File: src/hdl/pin_irq_pkg.sv
// constants, register map and sense encodings for the external pin interrupt block
package pin_irq_pkg;

    // ------------------------------------------------------------
    // register byte addresses (apb, one aligned word each)
    // ------------------------------------------------------------
    localparam logic [7:0] SENSE_CONTROL_ADDR = 8'h00;
    localparam logic [7:0] PIN_MASK_ADDR = 8'h04;
    localparam logic [7:0] LINE_FLAG_ADDR = 8'h08;
    localparam logic [7:0] CHANGE_ENABLE_ADDR = 8'h0C;
    localparam logic [7:0] CHANGE_FLAG_ADDR = 8'h10;
    localparam logic [7:0] CHANGE_MASK0_ADDR = 8'h14;
    localparam logic [7:0] CHANGE_MASK1_ADDR = 8'h18;
    localparam logic [7:0] CHANGE_MASK2_ADDR = 8'h1C;
    localparam logic [7:0] CPU_STATUS_ADDR = 8'h20;
    localparam logic [7:0] LEVEL_STATUS_ADDR = 8'h24;

    // ------------------------------------------------------------
    // field layout and reset values
    // ------------------------------------------------------------
    localparam int LINE_ZERO_SENSE_LSB = 0;
    localparam int LINE_ONE_SENSE_LSB = 2;
    localparam int SENSE_W = 2;
    localparam int LINES = 2;
    localparam int GROUPS = 3;
    localparam int GROUP_W = 8;
    localparam logic [3:0] SENSE_CONTROL_RESET = 4'h0;
    localparam logic [1:0] PIN_MASK_RESET = 2'h0;
    localparam logic [7:0] CHANGE_MASK_RESET = 8'h00;
    // group one has only seven member pins; bit 7 is unused
    localparam logic [7:0] CHANGE_MASK1_USED = 8'h7F;

    // ------------------------------------------------------------
    // sense selection
    // ------------------------------------------------------------
    typedef enum logic [1:0]
    {
        SENSE_LOW_LEVEL = 2'b00,
        SENSE_ANY_CHANGE = 2'b01,
        SENSE_FALLING = 2'b10,
        SENSE_RISING = 2'b11
    } sense_t;

endpackage : pin_irq_pkg

File: src/hdl/external_pin_interrupts.sv
// top of the external pin interrupt block with its apb register file
// What this block does
// - pin activity requests interrupts even when the pin is driven as output
// - three change groups, each requesting on any masked member pin toggle
// - pin change detection keeps working while the clock is stopped
// - enabled low-level line keeps requesting while the pin stays low
// - edges on dedicated lines recognised only while the i/o clock runs
// - low level detected asynchronously so it can wake the part
// - level gone before start-up ends: wake completes, no level interrupt
// - unused upper bits of sense control and mask read as zero
// - a line interrupt needs both global enable and its mask bit
// - the pin is sampled and edges found from the sampled value
// - pulses longer than one clock period produce an interrupt while the i/o clock runs
// - line one sense at bits 3..2: low, change, falling, rising
// - line zero sense at bits 1..0: low, change, falling, rising
// - line flag set on edge, cleared on acknowledge or writing one
// - line flag held cleared while that line uses level sensing
//
// Our own choices: the APB slave port and the address map.
`timescale 1ns/1ns
module external_pin_interrupts
    import pin_irq_pkg::*;
(
    input wire logic SYS_CLK, // system clock, 100 MHz
    input wire logic RST, // synchronous reset, active high
    input wire logic PSEL, // apb select
    input wire logic PENABLE, // apb access phase
    input wire logic PWRITE, // apb direction
    input wire logic [7:0] PADDR, // apb byte address
    input wire logic [31:0] PWDATA, // apb write data
    output logic [31:0] PRDATA, // apb read data
    output logic PREADY, // apb ready
    output logic PSLVERR, // apb error on unmapped address
    input wire logic [1:0] EXT_LINE_PINS, // dedicated line pins, bit 1 is line one
    input wire logic [23:0] CHANGE_PINS, // pin change inputs, groups of eight
    input wire logic GLOBAL_IRQ_ENABLE, // core global interrupt flag
    input wire logic IO_CLK_RUN, // i/o clock running (not in deep sleep)
    input wire logic STARTUP_DONE, // wake-up start-up period has ended
    input wire logic [1:0] LINE_ACK, // core entered a line's routine, pulse
    input wire logic [2:0] CHANGE_ACK, // core entered a group's routine, pulse
    output logic [1:0] LINE_REQ, // line requests to the core
    output logic [2:0] CHANGE_GROUP_REQ, // change group requests to the core
    output logic WAKE_REQ // asynchronous wake request
);
    // ------------------------------------------------------------
    // registers
    // ------------------------------------------------------------
    logic [3:0] sense_control_reg;
    logic [1:0] pin_interrupt_mask_reg;
    logic [2:0] change_enable_reg;
    logic [2:0] change_flag_reg;
    logic [7:0] change_mask_reg [GROUPS];
    logic [1:0] line_sync;
    logic [23:0] change_sync;
    logic [23:0] change_prev_reg;
    logic [1:0] line_flag;
    logic [1:0] level_req;
    logic [1:0] line_clear;
    logic [2:0] group_hit;
    logic wr_en;
    logic rd_en;
    logic addr_ok;
    logic [31:0] rd_data_next;

    function automatic logic addr_is(input logic [7:0] a, input logic [7:0] b);
        return a == b;
    endfunction : addr_is

    function automatic sense_t sense_of(input logic [3:0] ctl, input int lsb);
        return sense_t'(ctl[lsb +: SENSE_W]);
    endfunction : sense_of

    // ------------------------------------------------------------
    // pin sampling
    // ------------------------------------------------------------
    pin_sync2 #(
        .WIDTH(LINES)
    ) u_line_sync (
        .clk(SYS_CLK),
        .rst(RST),
        .d_in(EXT_LINE_PINS),
        .q_out(line_sync)
    );

    pin_sync2 #(
        .WIDTH(GROUPS * GROUP_W)
    ) u_change_sync (
        .clk(SYS_CLK),
        .rst(RST),
        .d_in(CHANGE_PINS),
        .q_out(change_sync)
    );

    // ------------------------------------------------------------
    // apb slave: zero wait states
    // ------------------------------------------------------------
    assign PREADY = 1'b1;
    assign wr_en = PSEL & PENABLE & PWRITE;
    assign rd_en = PSEL & PENABLE & ~PWRITE;

    always_comb
    begin
        addr_ok = 1'b1;
        rd_data_next = 32'h0000_0000;
        case (PADDR)
            SENSE_CONTROL_ADDR: rd_data_next[3:0] = sense_control_reg;
            PIN_MASK_ADDR: rd_data_next[1:0] = pin_interrupt_mask_reg;
            LINE_FLAG_ADDR: rd_data_next[1:0] = line_flag;
            CHANGE_ENABLE_ADDR: rd_data_next[2:0] = change_enable_reg;
            CHANGE_FLAG_ADDR: rd_data_next[2:0] = change_flag_reg;
            CHANGE_MASK0_ADDR: rd_data_next[7:0] = change_mask_reg[0];
            CHANGE_MASK1_ADDR: rd_data_next[7:0] = change_mask_reg[1];
            CHANGE_MASK2_ADDR: rd_data_next[7:0] = change_mask_reg[2];
            CPU_STATUS_ADDR: rd_data_next[1:0] = line_sync;
            LEVEL_STATUS_ADDR: rd_data_next[1:0] = level_req;
            default: addr_ok = 1'b0;
        endcase
    end

    // read data comes straight from the register file during the access phase
    assign PRDATA = rd_en ? rd_data_next : 32'h0000_0000;
    assign PSLVERR = PSEL & PENABLE & ~addr_ok;

    always_ff @(posedge SYS_CLK)
    begin
        if (RST)
            sense_control_reg <= SENSE_CONTROL_RESET;
        else if (wr_en && addr_is(PADDR, SENSE_CONTROL_ADDR))
            sense_control_reg <= PWDATA[3:0];
    end

    always_ff @(posedge SYS_CLK)
    begin
        if (RST)
            pin_interrupt_mask_reg <= PIN_MASK_RESET;
        else if (wr_en && addr_is(PADDR, PIN_MASK_ADDR))
            pin_interrupt_mask_reg <= PWDATA[1:0];
    end

    always_ff @(posedge SYS_CLK)
    begin
        if (RST)
            change_enable_reg <= 3'h0;
        else if (wr_en && addr_is(PADDR, CHANGE_ENABLE_ADDR))
            change_enable_reg <= PWDATA[2:0];
    end

    always_ff @(posedge SYS_CLK)
    begin
        if (RST)
        begin
            change_mask_reg[0] <= CHANGE_MASK_RESET;
            change_mask_reg[1] <= CHANGE_MASK_RESET;
            change_mask_reg[2] <= CHANGE_MASK_RESET;
        end
        else if (wr_en)
        begin
            if (addr_is(PADDR, CHANGE_MASK0_ADDR))
                change_mask_reg[0] <= PWDATA[7:0];
            if (addr_is(PADDR, CHANGE_MASK1_ADDR))
                change_mask_reg[1] <= PWDATA[7:0] & CHANGE_MASK1_USED;
            if (addr_is(PADDR, CHANGE_MASK2_ADDR))
                change_mask_reg[2] <= PWDATA[7:0];
        end
    end

    // ------------------------------------------------------------
    // dedicated lines
    // ------------------------------------------------------------
    assign line_clear = ((wr_en && addr_is(PADDR, LINE_FLAG_ADDR)) ? PWDATA[1:0] : 2'b00) | LINE_ACK;

    line_detect u_line_zero (
        .clk(SYS_CLK),
        .rst(RST),
        .pin_sync(line_sync[0]),
        .io_clk_run(IO_CLK_RUN),
        .sense(sense_of(sense_control_reg, LINE_ZERO_SENSE_LSB)),
        .flag_clear(line_clear[0]),
        .level_req(level_req[0]),
        .flag(line_flag[0])
    );

    line_detect u_line_one (
        .clk(SYS_CLK),
        .rst(RST),
        .pin_sync(line_sync[1]),
        .io_clk_run(IO_CLK_RUN),
        .sense(sense_of(sense_control_reg, LINE_ONE_SENSE_LSB)),
        .flag_clear(line_clear[1]),
        .level_req(level_req[1]),
        .flag(line_flag[1])
    );

    // level request is only taken once start-up is over and the level still holds
    assign LINE_REQ = (line_flag | (level_req & {LINES{STARTUP_DONE}}))
        & pin_interrupt_mask_reg & {LINES{GLOBAL_IRQ_ENABLE}};

    // ------------------------------------------------------------
    // change groups
    // ------------------------------------------------------------
    always_ff @(posedge SYS_CLK)
    begin
        if (RST)
            change_prev_reg <= '1; // match the synchroniser preset so reset leaves no false toggle
        else
            change_prev_reg <= change_sync;
    end

    always_comb
    begin
        for (int g = 0; g < GROUPS; g++)
            group_hit[g] = |((change_sync[g*GROUP_W +: GROUP_W] ^ change_prev_reg[g*GROUP_W +: GROUP_W])
                & change_mask_reg[g]);
    end

    // set wins over the clear
    always_ff @(posedge SYS_CLK)
    begin
        if (RST)
            change_flag_reg <= 3'h0;
        else
            change_flag_reg <= group_hit
                | (change_flag_reg & ~(CHANGE_ACK
                | ((wr_en && addr_is(PADDR, CHANGE_FLAG_ADDR)) ? PWDATA[2:0] : 3'h0)));
    end

    assign CHANGE_GROUP_REQ = change_flag_reg & change_enable_reg & {GROUPS{GLOBAL_IRQ_ENABLE}};

    // ------------------------------------------------------------
    // wake request, purely combinational on raw pins so no clock is needed
    // ------------------------------------------------------------
    always_comb
    begin
        WAKE_REQ = 1'b0;
        for (int l = 0; l < LINES; l++)
            if (sense_of(sense_control_reg, l * SENSE_W) == SENSE_LOW_LEVEL)
                WAKE_REQ = WAKE_REQ | (~EXT_LINE_PINS[l] & pin_interrupt_mask_reg[l]);
        for (int g = 0; g < GROUPS; g++)
            WAKE_REQ = WAKE_REQ | (change_enable_reg[g]
                & |((CHANGE_PINS[g*GROUP_W +: GROUP_W] ^ change_prev_reg[g*GROUP_W +: GROUP_W])
                & change_mask_reg[g]));
    end

endmodule : external_pin_interrupts

File: src/hdl/line_detect.sv
// sense decoder and request flag for one dedicated interrupt line
`timescale 1ns/1ns
module line_detect
    import pin_irq_pkg::*;
(
    input wire logic clk, // system clock
    input wire logic rst, // synchronous reset
    input wire logic pin_sync, // synchronised pin level
    input wire logic io_clk_run, // i/o clock running
    input pin_irq_pkg::sense_t sense, // sense selection
    input wire logic flag_clear, // clear pulse from software or acknowledge
    output logic level_req, // low level present
    output logic flag // sticky edge request flag
);
    logic prev_reg;
    logic edge_hit;

    always_ff @(posedge clk)
    begin
        if (rst)
            prev_reg <= 1'b1;
        else
            prev_reg <= pin_sync;
    end

    // edges come from the sampled level only
    always_comb
    begin
        edge_hit = 1'b0;
        unique case (sense)
            SENSE_LOW_LEVEL: edge_hit = 1'b0;
            SENSE_ANY_CHANGE: edge_hit = pin_sync ^ prev_reg;
            SENSE_FALLING: edge_hit = prev_reg & ~pin_sync;
            SENSE_RISING: edge_hit = ~prev_reg & pin_sync;
        endcase
        edge_hit = edge_hit & io_clk_run;
    end

    assign level_req = (sense == SENSE_LOW_LEVEL) & ~pin_sync;

    // set wins over clear; level mode keeps the flag at zero
    always_ff @(posedge clk)
    begin
        if (rst)
            flag <= 1'b0;
        else if (sense == SENSE_LOW_LEVEL)
            flag <= 1'b0;
        else if (edge_hit)
            flag <= 1'b1;
        else if (flag_clear)
            flag <= 1'b0;
    end
endmodule : line_detect

File: src/hdl/pin_sync2.sv
// two flip-flop synchroniser for a vector of pin inputs
`timescale 1ns/1ns
module pin_sync2 #(
    parameter int WIDTH = 1
) (
    input wire logic clk, // system clock
    input wire logic rst, // synchronous reset
    input wire logic [WIDTH-1:0] d_in, // asynchronous input
    output logic [WIDTH-1:0] q_out // synchronised output
);
    logic [WIDTH-1:0] meta_reg;

    initial
    begin
        if (WIDTH < 1)
            $error("pin_sync2: WIDTH must be at least 1");
    end

    always_ff @(posedge clk)
    begin
        if (rst)
        begin
            meta_reg <= '1;
            q_out <= '1;
        end
        else
        begin
            meta_reg <= d_in;
            q_out <= meta_reg;
        end
    end
endmodule : pin_sync2

File: config.mk
export PLATFORM = sky130hd
export DESIGN_NAME = external_pin_interrupts
export DESIGN_NICKNAME = d
export VERILOG_FILES = /design/src/hdl/pin_irq_pkg.sv /design/src/hdl/external_pin_interrupts.sv /design/src/hdl/line_detect.sv /design/src/hdl/pin_sync2.sv
export SDC_FILE = /design/constraint.sdc
export NUM_CORES = 1
export LEC_CHECK = 0
export BUFFER_PORTS_ARGS = -buffer_cell sky130_fd_sc_hd__buf_2
export CAP_MARGIN = 20
export CORE_MARGIN = 1.5
export CORE_UTILIZATION = 59
export CTS_BUF_LIST = sky130_fd_sc_hd__clkbuf_4
export DETAILED_ROUTE_END_ITERATION = 8
export PLACE_DENSITY_LB_ADDON = 0.2
export SLEW_MARGIN = 0
export SYNTH_ARGS = -nofsm -noshare
export SYNTH_HDL_FRONTEND = slang
export SYNTH_SLANG_ARGS = --single-unit
File: constraint.sdc
create_clock -name SYS_CLK -period 3.4 [get_ports SYS_CLK]
set_input_delay 0 -clock SYS_CLK [delete_from_list [all_inputs] [get_ports SYS_CLK]]
set_output_delay 0 -clock SYS_CLK [all_outputs]
set_load 0.02 [all_outputs]
**Word-level counts from Yosys, hierarchy flattened**

Memories as Yosys holds them, arrays and structs flattened.
Cells that the tools add are included.
Widths: inputs -> output; s select.

- Multiplexer cells: 33
- Bitwise operators: 57
- Reductions and logical operators: 19
- Equality and inequality tests: 15

Operator list:

| kind | count |
|---|---|
| $and 8x8->8 | 6 |
| $reduce_or 8->1 | 6 |
| $xor 8x8->8 | 6 |
| $eq 8x5->1 const B | 4 |
| $mux 8 | 4 |
| $mux 1 | 21 |
| $pmux 2 s10 | 1 |
| $and 1x1->1 | 17 |
| $eq 8x4->1 const B | 2 |
| $eq 8x6->1 const B | 2 |
| $pmux 1 s4 | 3 |
| $pmux 4 s3 | 1 |
| $reduce_or 10->1 | 1 |
| $and 3x3->3 | 3 |
| $eq 2x2->1 const B | 4 |
| $eq 8x3->1 const B | 1 |
| $logic_not 8->1 | 1 |
| $not 1->1 | 8 |
| $or 1x1->1 | 7 |
| $and 2x2->2 | 3 |
| $or 3x3->3 | 2 |
| $pmux 1 s6 | 1 |
| $logic_and 1x1->1 | 5 |
| $eq 2x1->1 const B | 2 |
| 8 further kinds | 13 |

- Output and inout port bits: 40
- Memories kept: 1
- Input bits: 79
- RAM bits: 24
- Register bits after elaboration: 92

Memories:

| name | words | bits a word | rd ports | clocked after Yosys merged registers in | write ports | line | text |
|---|---|---|---|---|---|---|---|
| change_mask_reg | 3 | 8 | 3 | 0 | 3 | external_pin_interrupts.sv:52 | `logic [7:0] change_mask_reg [GROUPS];` |

**Longest topological paths before layout**

Gate-level depths: netlist (run 1).

- Depth after elaboration: 8
- Depth in mapped cells: 6
- Mapped depth without buffers: 6

**Modules after synthesis**

Synthesis (run 1) repeated with hierarchy kept, for this count alone.

- Cell total of the unflattened synthesis: 460
- Area total of the unflattened synthesis: 5073.6 um^2

By module, submodules not included:

| module | seq. area each (um^2) | times used | area each (um^2) | cells an instance |
|---|---|---|---|---|
| external_pin_interrupts | 1391.3 | 1 | 3403.3 | 321 |
| pin_sync2 (u_change_sync) | 960.9 | 1 | 1302.5 | 101 |
| line_detect | 40.0 | 2 | 131.4 | 15 |
| pin_sync2 (u_line_sync) | 80.1 | 1 | 105.1 | 8 |

**Least setup slack after synthesis (run 1)**

OpenSTA, ideal clock, no wires.

- Path type: flip-flop to output port
- Start: register change_prev_reg[11]
- End: output port WAKE_REQ
- Stages on the path, launching flop included: 5
- Arrival: 1.257 ns
- Buffers on the path: 0
- Path slack: 2.143 ns
- Required time: 3.400 ns
- Cells stage by stage: dfxtp_1 -> xor2_1 -> a222oi_1 -> a31oi_1 -> a2111o_1

- Cells in the longest elaborated chain, start to end: 6

RTL lines:

| what | line | text |
|---|---|---|
| start, declared | external_pin_interrupts.sv:55 | `logic [23:0] change_prev_reg;` |
| start signal, assigned | external_pin_interrupts.sv:206 | `change_prev_reg <= change_sync;` |
| $xor 8x8->8 | external_pin_interrupts.sv:240 | `& \|((CHANGE_PINS[g*GROUP_W +: GROUP_W] ^ change_prev_reg[g*GROUP_W +: GROUP_W])` |
| $and 8x8->8 | external_pin_interrupts.sv:241 | `& change_mask_reg[g]));` |
| $reduce_or 8->1 | external_pin_interrupts.sv:240 |  |
| $and 1x1->1 | external_pin_interrupts.sv:240 |  |
| $or 1x1->1 (2 in a row) | external_pin_interrupts.sv:239 | `WAKE_REQ = WAKE_REQ \| (change_enable_reg[g]` |
| end, declared | external_pin_interrupts.sv:43 | `output logic WAKE_REQ` |

Every way passes these cells.

**Final worst setup path (run 1)**

Ends and elaborated chain as after synthesis.

==> results of run 1 <==
[power by group]
| part | internal (mW) | total [mW] | leakage (nW) | switching (mW) |
|---|---|---|---|---|
| logic | 0.132 | 0.269 | 1.29 | 0.136 |
| registers | 1.41 | 1.45 | 0.952 | 0.0366 |
| clock network | 0.158 | 0.597 | 0.0666 | 0.438 |
| total | 1.70 | 2.31 | 2.31 | 0.611 |
[worst max-delay path by stage]
stage | to | cells past startpoint | startpoint | slack [ns]
detailed placement | change_mask_reg[0][13]$_DFFE_PP_ | 4 | PADDR[3] | 1.70
global placement | change_mask_reg[0][12]$_DFFE_PP_ | 4 | PADDR[3] | 1.74
floorplan | WAKE_REQ | 4 | change_prev_reg[11]$_SDFF_PP1_ | 2.14
CTS | WAKE_REQ | 5 | change_prev_reg[11]$_SDFF_PP1_ | 1.38
global route | WAKE_REQ | 5 | change_prev_reg[11]$_SDFF_PP1_ | 1.27
finish | WAKE_REQ | 5 | change_prev_reg[11]$_SDFF_PP1_ | 1.38
[worst register-to-register path: stages (launching register included)]
cell	delay, ns
dfxtp_1	0.44
ha_1	0.26
mux2i_1	0.16
nand2_1	0.09
a211oi_1	0.22
dlygate4sd3_1	0.59
[layout make-up]
| class | instances | area [um2] | area share |
|---|---|---|---|
| inverters | 12 | 45.0 | 0.00789 |
| well taps | 102 | 128 | 0.0224 |
| multi-input cells | 300 | 2160 | 0.379 |
| repair buffers | 112 | 778 | 0.136 |
| flip-flops and latches | 112 | 2470 | 0.433 |
| clock inverters | 7 | 51.3 | 0.00899 |
| clock buffers | 9 | 67.6 | 0.0118 |
[layer usage]
layer | global-route usage | vias to the layer above | wire [um]
li1 | - | 1688 | -
met2 | 0.444 | 174 | 5140
met1 | 0.319 | 1700 | 4360
met5 | 0 | - | 0
met3 | 0.0634 | 26 | 824
met4 | 0.0945 | 0 | 265
[cells by family (layout without fill, tap and decap cells)]
family          after synthesis  after routing  synth area share
fa+ha+maj                     4              4            0.0103
xor+xnor                     47             47            0.0849
other cells                   2             25           0.00155
flops                       112            112             0.510
mux                          23             23            0.0565
buf+inv                      52            140            0.0614
simple gates                141            141             0.177
compound gates               60             60            0.0983
[cells in the final DEF, fill, tap and decap left out, types with 2 or more instances in the layout]
| master | n |
|---|---|
| nor2b_1 | 2 |
| nand3_1 | 3 |
| a32oi_1 | 2 |
| mux4_2 | 3 |
| and3_1 | 6 |
| edfxtp_1 | 23 |
| a221oi_1 | 5 |
| or2_2 | 75 |
| nand2_1 | 6 |
| xor2_1 | 47 |
| a211o_1 | 3 |
| inv_1 | 12 |
| dfxtp_1 | 89 |
| nor2_1 | 20 |
| dlygate4sd3_1 | 43 |
| conb_1 | 25 |
| nand4_1 | 2 |
| mux2i_1 | 15 |
| a22oi_1 | 16 |
| a21oi_1 | 5 |
| and2_1 | 13 |
| buf_2 | 68 |
| mux2_2 | 5 |
| inv_6 | 2 |
| a21o_1 | 2 |
| a211oi_1 | 2 |
| clkbuf_4 | 9 |
| a311o_1 | 2 |
| a31oi_1 | 5 |
| nor3_1 | 6 |
| a222oi_1 | 2 |
| ha_1 | 4 |
| a22o_1 | 10 |
| nor4_2 | 2 |
[stage by stage]
stage	setup slack [ns]	total power [mW]	utilization	hold slack, ns
floorplan	2.14	1.64	-	0.0887
global placement	1.74	1.69	0.657	0.201
detailed placement	1.70	1.70	0.657	0.206
CTS	1.38	2.32	0.727	0.0603
global route	1.27	2.41	0.727	0.126
finish	1.38	2.31	0.727	0.0801
==> metrics.md, run 1 <==
| Metric | Value |
|---|---|
| Status | `finished, final reports clean` |
| Buf/Inv on CP | `1` |
| Worst path required time | `3.40 ns` |
| Synthesized cell area | `0.00485 mm2` |
| Post-DR vias/cell | `5.49` |
| Worst Hold Class | `in -> reg` |
| Clock latency on the worst-skew pair | `between 0.4 and 0.5 ns` |
| Synth Instances | `441` |
| DR vias | `3,588` |
| Leading cell types by count after synthesis | `dfxtp_1, or2_2, xor2_1, buf_4, edfxtp_1` |
| CP endpoint kind | `output port` |
| Max-Cap Viols | `0` |
| Post-CTS Hold Fix Bufs | `43` |
| CTS clk-pin slew, worst paths | `0.17 ns` |
| Worst IR Drop VDD | `between 0.0002 and 0.0003 V` |
| Pleak | `2.31 nW` |
| Fin area | `roughly 0.0057 mm2` |
| I/O pins | `119` |
| DP HPWL | `just over 7000 um` |
| Measured slew at the worst slew-check pin | `approximately 0.77 ns` |
| Final Setup Violations | `0` |
| Area leader, netlist | `dfxtp_1` |
| DR pass1 iterations | `5` |
| Synth-to-Final Area Change | `17.7%` |
| Post-synth top flop | `dfxtp_1` |
| Cell Rows | `32` |
| Routed WL | `10,600 um` |
| Clock tree sinks | `112` |
| First-pass GRT wire length | `17,200 um` |
| Hold Startpoint | `PADDR[1]` |
| Setup TNS | `0 ns` |
| Final period utilization | `0.594` |
| R2r endpoint | `u_line_zero.flag$_SDFFE_PP0P_` |
| Post-synth cell types | `45` |
| Layout cell share with drive strength beyond 1 | `0.313` |
| Number of synthesized flops with an enable pin | `23` |
| R2R depth | `5` |
| Initial Utilization | `0.618` |
| 1st-iter DRT viols | `291` |
| Antenna viol nets, final | `0` |
| Cells after DPL | `595` |
| Crit-path slowest cell | `dfxtp_1` |
| WL per Instance | `16.2 um` |
| H-Tree Depth | `3` |
| Max Clock Freq | `between 400 and 500 MHz` |
| Placed inst area | `0.00516 mm2` |
| Hold path cells | `5` |
| Global route total overflow | `0` |
| # nets final | `630` |
| Top post-synthesis cells by area | `dfxtp_1, edfxtp_1, or2_2` |
| CTS tree | `yes` |
| Die area | `0.00877 mm2` |
| # DRC | `0` |
| Post-synthesis async set-or-reset flop share | `0` |
| Min Tclk post-route | `roughly 2 ns` |
| Yosys top cell area share | `0.368` |
| Setup CP Type | `reg -> out` |
| Ant. Diodes | `0` |
| Slew HR | `0.484` |
| Most instantiated library cell after synthesis | `dfxtp_1` |
| Synth Warn # | `0` |
| Sequential area share after synthesis | `0.510` |
| Port bufs | `68` |
| Setup Buffers After CTS | `0` |
| Hold Path End | `pin_interrupt_mask_reg[1]$_SDFFE_PP0P_` |
| Fin cells | `654` |
| Die height | `approximately 94 um` |
| CTS root buffer | `clkbuf_4` |
| Die W | `93.6 um` |
| Number of synthesized register bits | `112` |
| Final Slew Violations | `0` |
| Critical Path, Cell by Cell | `xor2_1 -> a222oi_1 -> a31oi_1 -> a2111o_1 -> buf_2` |
| Worst EP arrival | `2.02 ns` |
| RR Startpoint | `u_line_sync.q_out[0]$_SDFF_PP1_` |
| Setup crit start kind | `flop` |
| GP Congestion | `around 0.9` |
| Initial antenna violation count | `0` |
| Skew final | `0.0188 ns` |
| TritonCTS buffer count | `9` |
| PostCTS Resize Cnt | `0` |
| Crit-path max FO | `2` |
| Average size of a mapped cell | `roughly 11 um2` |
| Crit-path max cell delay | `0.36 ns` |
| Number of fill cells | `597` |
| CTS Buffer Depth | `2` |
| PwrDens | `405 mW/mm2` |
| All-Layer GR Usage | `0.260` |
| R2R setup slack | `1.60 ns` |
| Core area | `0.00785 mm2` |
| Final Hold Fails | `0` |
| RSZ-0062 raised after global routing | `false` |
| Pin count of the biggest net entering global routing | `56` |
| Vias in the first global route | `3,536` |
| Cell family contributing the most delay on the critical path | `compound AO/OA/AOI/OAI gates` |
Power figures use the tool's default switching activity.
==> run 2, diff against run 1 <==
CORE_UTILIZATION = 55   (was 59)
clock period = 2 ns   (was 3.4 ns; I/O delays follow)
==> metrics.md, run 2 (synthesis results as in run 1) <==
| Metric | Value |
|---|---|
| Status | `finished, final reports clean` |
| Hold Path End | `change_mask_reg[0][16]$_DFFE_PP_` |
| DR pass1 iterations | `4` |
| R2r endpoint | `u_line_one.flag$_SDFFE_PP0P_` |
| Core area | `0.00864 mm2` |
| Routing usage on met1 | `0.296` |
| Worst path required time | `around 2.0 ns` |
| Max Clock Freq | `500 MHz` |
| DR vias | `~3,500` |
| # DRC | `0` |
| CTS tree | `yes` |
| 1st-iter DRT viols | `209` |
| Synth-to-Final Area Change | `19.0%` |
| Cells after DPL | `603` |
| All-Layer GR Usage | `0.231` |
| WL per Instance | `15.7 um` |
| Commonest non-fill, non-tap cells in the layout | `dfxtp_1, or2_2, buf_2` |
| Final period utilization | `1.00` |
| P_int | `2.90 mW` |
| Buf/Inv on CP | `1` |
| CTS clk-pin slew, worst paths | `0.17 ns` |
| Crit-path slowest cell | `dfxtp_2` |
| Pleak | `around 2.3 nW` |
| Die W | `between 90 and 100 um` |
| TritonCTS buffer count | `9` |
| CP endpoint kind | `output port` |
| Crit-path max cell delay | `0.37 ns` |
| CTS Buffer Depth | `2` |
| R2R depth | `7` |
| Vias in the first global route | `about 3,400` |
| Crit-path max FO | `2` |
| Cell Rows | `34` |
| Worst EP arrival | `2.00 ns` |
| Hold path cells | `2` |
| Commonest non-fill, non-tap cell in the layout | `dfxtp_1` |
| Fin cells | `663` |
| Fin Hold WS | `0.0758 ns` |
| H-Tree Depth | `3` |
| CTS root buffer | `clkbuf_4` |
| Worst IR Drop VDD | `0.000379 V` |
| Final Power | `between 3 and 4 mW` |
| Layout cell share with drive strength beyond 1 | `0.330` |
| Sequential fraction of design power | `0.624` |
| Min Tclk post-route | `2.00 ns` |
| Worst Hold Class | `in -> reg` |
| PwrDens | `683 mW/mm2` |
| GR peak layer | `met2` |
| Die height | `96.9 um` |
| First-pass GRT wire length | `around 17,000 um` |
| Final Setup Violations | `0` |
| DP HPWL | `7360 um` |
| Final Hold Fails | `0` |
| Met3 usage | `0.0535` |
| Setup TNS | `0 ns` |
| Final Slew Violations | `0` |
| Setup CP Type | `reg -> out` |
| Critical Path, Cell by Cell | `xor2_1 -> a222oi_1 -> a31oi_1 -> a2111o_1 -> buf_2` |
| Ant. Diodes | `0` |
| Net Sw Power | `1.04 mW` |
| Cell family contributing the most delay on the critical path | `compound AO/OA/AOI/OAI gates` |
| Measured slew at the worst slew-check pin | `0.693 ns` |
| Post-DR vias/cell | `between 5 and 6` |
| Layout Utilization | `0.668` |
| Comb power frac | `0.118` |
| Clock tree sinks | `112` |
| Slew HR | `0.538` |
| Met2 usage | `0.375` |
| Die area | `0.00938 mm2` |
| Setup crit start kind | `flop` |
| Global route total overflow | `0` |
| Clock latency on the worst-skew pair | `approximately 0.46 ns` |
| Antenna viol nets, final | `0` |
| GP Congestion | `~0.95` |
| RSZ-0062 raised after global routing | `true` |
| RR Startpoint | `u_line_sync.q_out[1]$_SDFF_PP1_` |
| Max-Cap Viols | `0` |
| I/O pins | `119` |
| Pin count of the biggest net entering global routing | `90` |
| R2R setup slack | `0.27 ns` |
| Skew final | `0.0178 ns` |
| # nets final | `around 630` |
| Clk pwr share | `0.258` |
| Routed WL | `roughly 10,000 um` |
| Initial antenna violation count | `0` |
| Switch share | `0.264` |
| Initial Utilization | `0.561` |
| Hold Startpoint | `RST` |
| Port bufs | `between 60 and 70` |
[run 2: cell types whose count changed in the layout (fill, tap and decap cells not counted), sizes merged]
cell,delta
inv,-1
clkinv,+2
buf,+3
clkinvlp,-1
[run 2: worst reg2reg max path: stages (launching register included)]
cell,delay [ns]
dfxtp_1,0.46
inv_1,0.07
ha_1,0.18
mux2i_1,0.13
mux2i_1,0.10
nand2_1,0.07
a211oi_1,0.05
dlygate4sd3_1,0.59
[run 2: worst max-delay path by stage]
stage	start	endpoint	slack, ns	cells past startpoint
after floorplan	change_prev_reg[11]$_SDFF_PP1_	WAKE_REQ	0.74	4
after global placement	PADDR[5]	PRDATA[7]	0.43	6
after detailed placement	PADDR[5]	PRDATA[7]	0.38	6
after CTS	change_prev_reg[5]$_SDFF_PP1_	WAKE_REQ	-0.03	5
after global routing	change_prev_reg[11]$_SDFF_PP1_	WAKE_REQ	-0.07	5
final	change_prev_reg[11]$_SDFF_PP1_	WAKE_REQ	0.0008	5
[run 2: layout make-up]
class | instances | area, um2
Timing Repair Buffer | 115 | 801
Fill cell | 688 | 2870
Multi-Input combinational cell | 300 | 2190
Clock buffer | 9 | 67.6
Tap cell | 108 | 135
Sequential cell | 112 | 2470
Inverter | 12 | 45.0
Clock inverter | 7 | 53.8
[run 2: repair_timing]
| action | CTS | global route |
|---|---|---|
| buffers inserted | 0 | 1 |
| hold buffers | 43 | 0 |
| cloned | 0 | 0 |
| gates resized for setup | 1 | 5 |
| hold endpoints to repair | 62 | 0 |
| endpoints found under the setup margin | 1 | 2 |
| pin swaps | 0 | 2 |
[run 2: power by group through the flow]
| stage | Combinational (mW) | Clock, mW | Sequential (mW) |
|---|---|---|---|
| after floorplan | 0.297 | 0 | 2.48 |
| after global placement | 0.382 | 0 | 2.50 |
| after detailed placement | 0.391 | 0 | 2.51 |
| after CTS | 0.455 | 1.04 | 2.46 |
| after global routing | 0.509 | 1.14 | 2.47 |
| final | 0.464 | 1.02 | 2.46 |
[run 2: stage by stage]
stage / area (um2) / setup WS, ns
after floorplan: 4930 / 0.743
after global placement: 5180 / 0.428
after detailed placement: 5180 / 0.383
after CTS: 5730 / -0.0346
after global routing: 5770 / -0.0673
final: 5770 / 0.000804
[run 2: per-layer routing]
| metal | share of wire | wire length [um] |
|---|---|---|
| met3 | 0.060 | 628 |
| met4 | 0.027 | 284 |
| met2 | 0.47 | 4890 |
| met1 | 0.44 | 4610 |
| met5 | 0 | 0 |
==> run 3, diff against run 2 <==
CORE_UTILIZATION = 56   (was 55)
SYNTH_HIERARCHICAL = 1   (was not set)
==> metrics.md, run 3 <==
| Metric | Value |
|---|---|
| Worst path required time | `2.00 ns` |
| RSZ-0062 raised after global routing | `true` |
| Final Hold Fails | `0` |
| Commonest non-fill, non-tap cells in the layout | `dfxtp_1, buf_2, or2_2` |
| Antenna viol nets, final | `0` |
| DR pass1 iterations | `5` |
| TritonCTS buffer count | `9` |
| Crit-path max FO | `2` |
| Layout cell share with drive strength beyond 1 | `0.312` |
| CTS Buffer Depth | `2` |
| Setup crit start kind | `flop` |
| Clock tree sinks | `between 100 and 150` |
| Worst EP arrival | `about 2.0 ns` |
| Number of fill cells | `673` |
| Core area | `a little under 0.009 mm2` |
| CP endpoint kind | `output port` |
| First-pass GRT wire length | `17,900 um` |
| Worst Hold Class | `in -> reg` |
| Pleak | `2.38 nW` |
| PwrDens | `a little under 700 mW/mm2` |
| Die W | `about 98 um` |
| Max Clock Freq | `493 MHz` |
| Global route total overflow | `0` |
| Synth Warn # | `6` |
| Final Slew Violations | `0` |
| Failing checks | `negative setup slack` |
| Setup WS post-layout | `-0.0291 ns` |
| WL per Instance | `around 17 um` |
| Fin cells | `678` |
| 1st-iter DRT viols | `185` |
| All-Layer GR Usage | `0.242` |
| Cells after DPL | `615` |
| Max-Cap Viols | `0` |
| Setup CP Type | `reg -> out` |
| DP HPWL | `7640 um` |
| Fin Hold WS | `0.128 ns` |
| Skew final | `0.0134 ns` |
| Min Tclk post-route | `2.03 ns` |
| Die area | `0.00954 mm2` |
| CTS tree | `yes` |
| Port bufs | `68` |
| H-Tree Depth | `3` |
| Ant. Diodes | `0` |
| Routed WL | `about 11,000 um` |
| Pin count of the biggest net entering global routing | `42` |
| Final Setup Violations | `1` |
| Initial antenna violation count | `0` |
| Die height | `97.7 um` |
| Register Area | `0.00249 mm2` |
| Multi-input logic area | `0.00228 mm2` |
| Clock latency on the worst-skew pair | `0.46 ns` |
| Measured slew at the worst slew-check pin | `0.608 ns` |
| Status | `finished, violations left` |
| Average size of a mapped cell | `11.0 um2` |
| Synthesized cell area | `approximately 0.005 mm2` |
| CTS clk-pin slew, worst paths | `approximately 0.17 ns` |
| Initial Utilization | `0.576` |
| R2R setup slack | `0.17 ns` |
| DR vias | `3,653` |
| # DRC | `0` |
| Cell Rows | `34` |
| Synth-to-Final Area Change | `18.0%` |
| Final period utilization | `1.01` |
| Layout Utilization | `0.679` |
| Slew HR | `0.593` |
| Post-DR vias/cell | `~5.4` |
| Setup TNS | `-0.0291 ns` |
| Worst IR Drop VDD | `between 0.0004 and 0.0005 V` |
| CTS root buffer | `clkbuf_4` |
| I/O pins | `119` |
| # nets final | `648` |
| Synth Instances | `between 400 and 500` |
| Vias in the first global route | `3,578` |
| Commonest non-fill, non-tap cell in the layout | `dfxtp_1` |
| GP Congestion | `0.881` |
run 3: critical path, stage by stage, from the launching register on:
cell,delay (ns)
dfxtp_2,0.36
xor2_1,0.17
a22oi_1,0.20
nand4_1,0.20
a2111o_1,0.49
buf_6,0.15
run 3: cell type report:
| type | count | share of cell area |
|---|---|---|
| sequential | 112 | 0.420 |
| multi-input combinational | 313 | 0.385 |
| timing repair buffer | 119 | 0.141 |
| tap | 108 | 0.0228 |
| clock inverter | 7 | 0.0133 |
| clock buffer | 9 | 0.0114 |
| inverter | 10 | 0.00634 |
run 3: power by group:
| group | switching, mW | leakage [nW] | internal [mW] |
|---|---|---|---|
| logic | 0.250 | 1.35 | 0.234 |
| registers | 0.0636 | 0.950 | 2.40 |
| clock network | 0.765 | 0.0779 | 0.399 |
run 3: path summary, 6_finish.rpt:
check | cells past startpoint | endpoint | from
max reg2reg | 6 | u_line_one/flag$_SDFFE_PP0P_ | u_line_sync/q_out[1]$_SDFF_PP1_
min reg2reg | 1 | u_line_sync/q_out[0]$_SDFF_PP1_ | u_line_sync/meta_reg[0]$_SDFF_PP1_
min | 5 | pin_interrupt_mask_reg[1]$_SDFFE_PP0P_ | PADDR[6]
max | 5 | WAKE_REQ | change_prev_reg[22]$_SDFF_PP1_
run 3: layer usage:
metal	GRT usage	wire length, um	part of all wire	up-vias
met2	0.392	5330	0.47	162
li1	-	-	-	1760
met5	0	0	0	-
met4	0.0967	364	0.032	0
met1	0.321	4910	0.44	1706
met3	0.0417	662	0.059	25
run 3: what timing repair did:
| item | 4_1_cts | 5_1_grt |
|---|---|---|
| gates resized for setup | 8 | 8 |
| hold endpoints to repair | 62 | 0 |
| hold buffers | 42 | 0 |
| setup buffers | 3 | 2 |
| pin swaps | 7 | 3 |
| setup endpoints to repair | 1 | 3 |
run 3: stage by stage:
stage / setup slack, ns / total power, mW / area [um2]
2_1_floorplan: 0.573 / 2.81 / 5110
4_1_cts: 0.00205 / 4.12 / 5890
6_report: -0.0291 / 4.11 / 5920
5_1_grt: -0.0719 / 4.25 / 5920
3_3_place_gp: 0.456 / 2.90 / 5280
3_5_place_dp: 0.415 / 2.91 / 5280
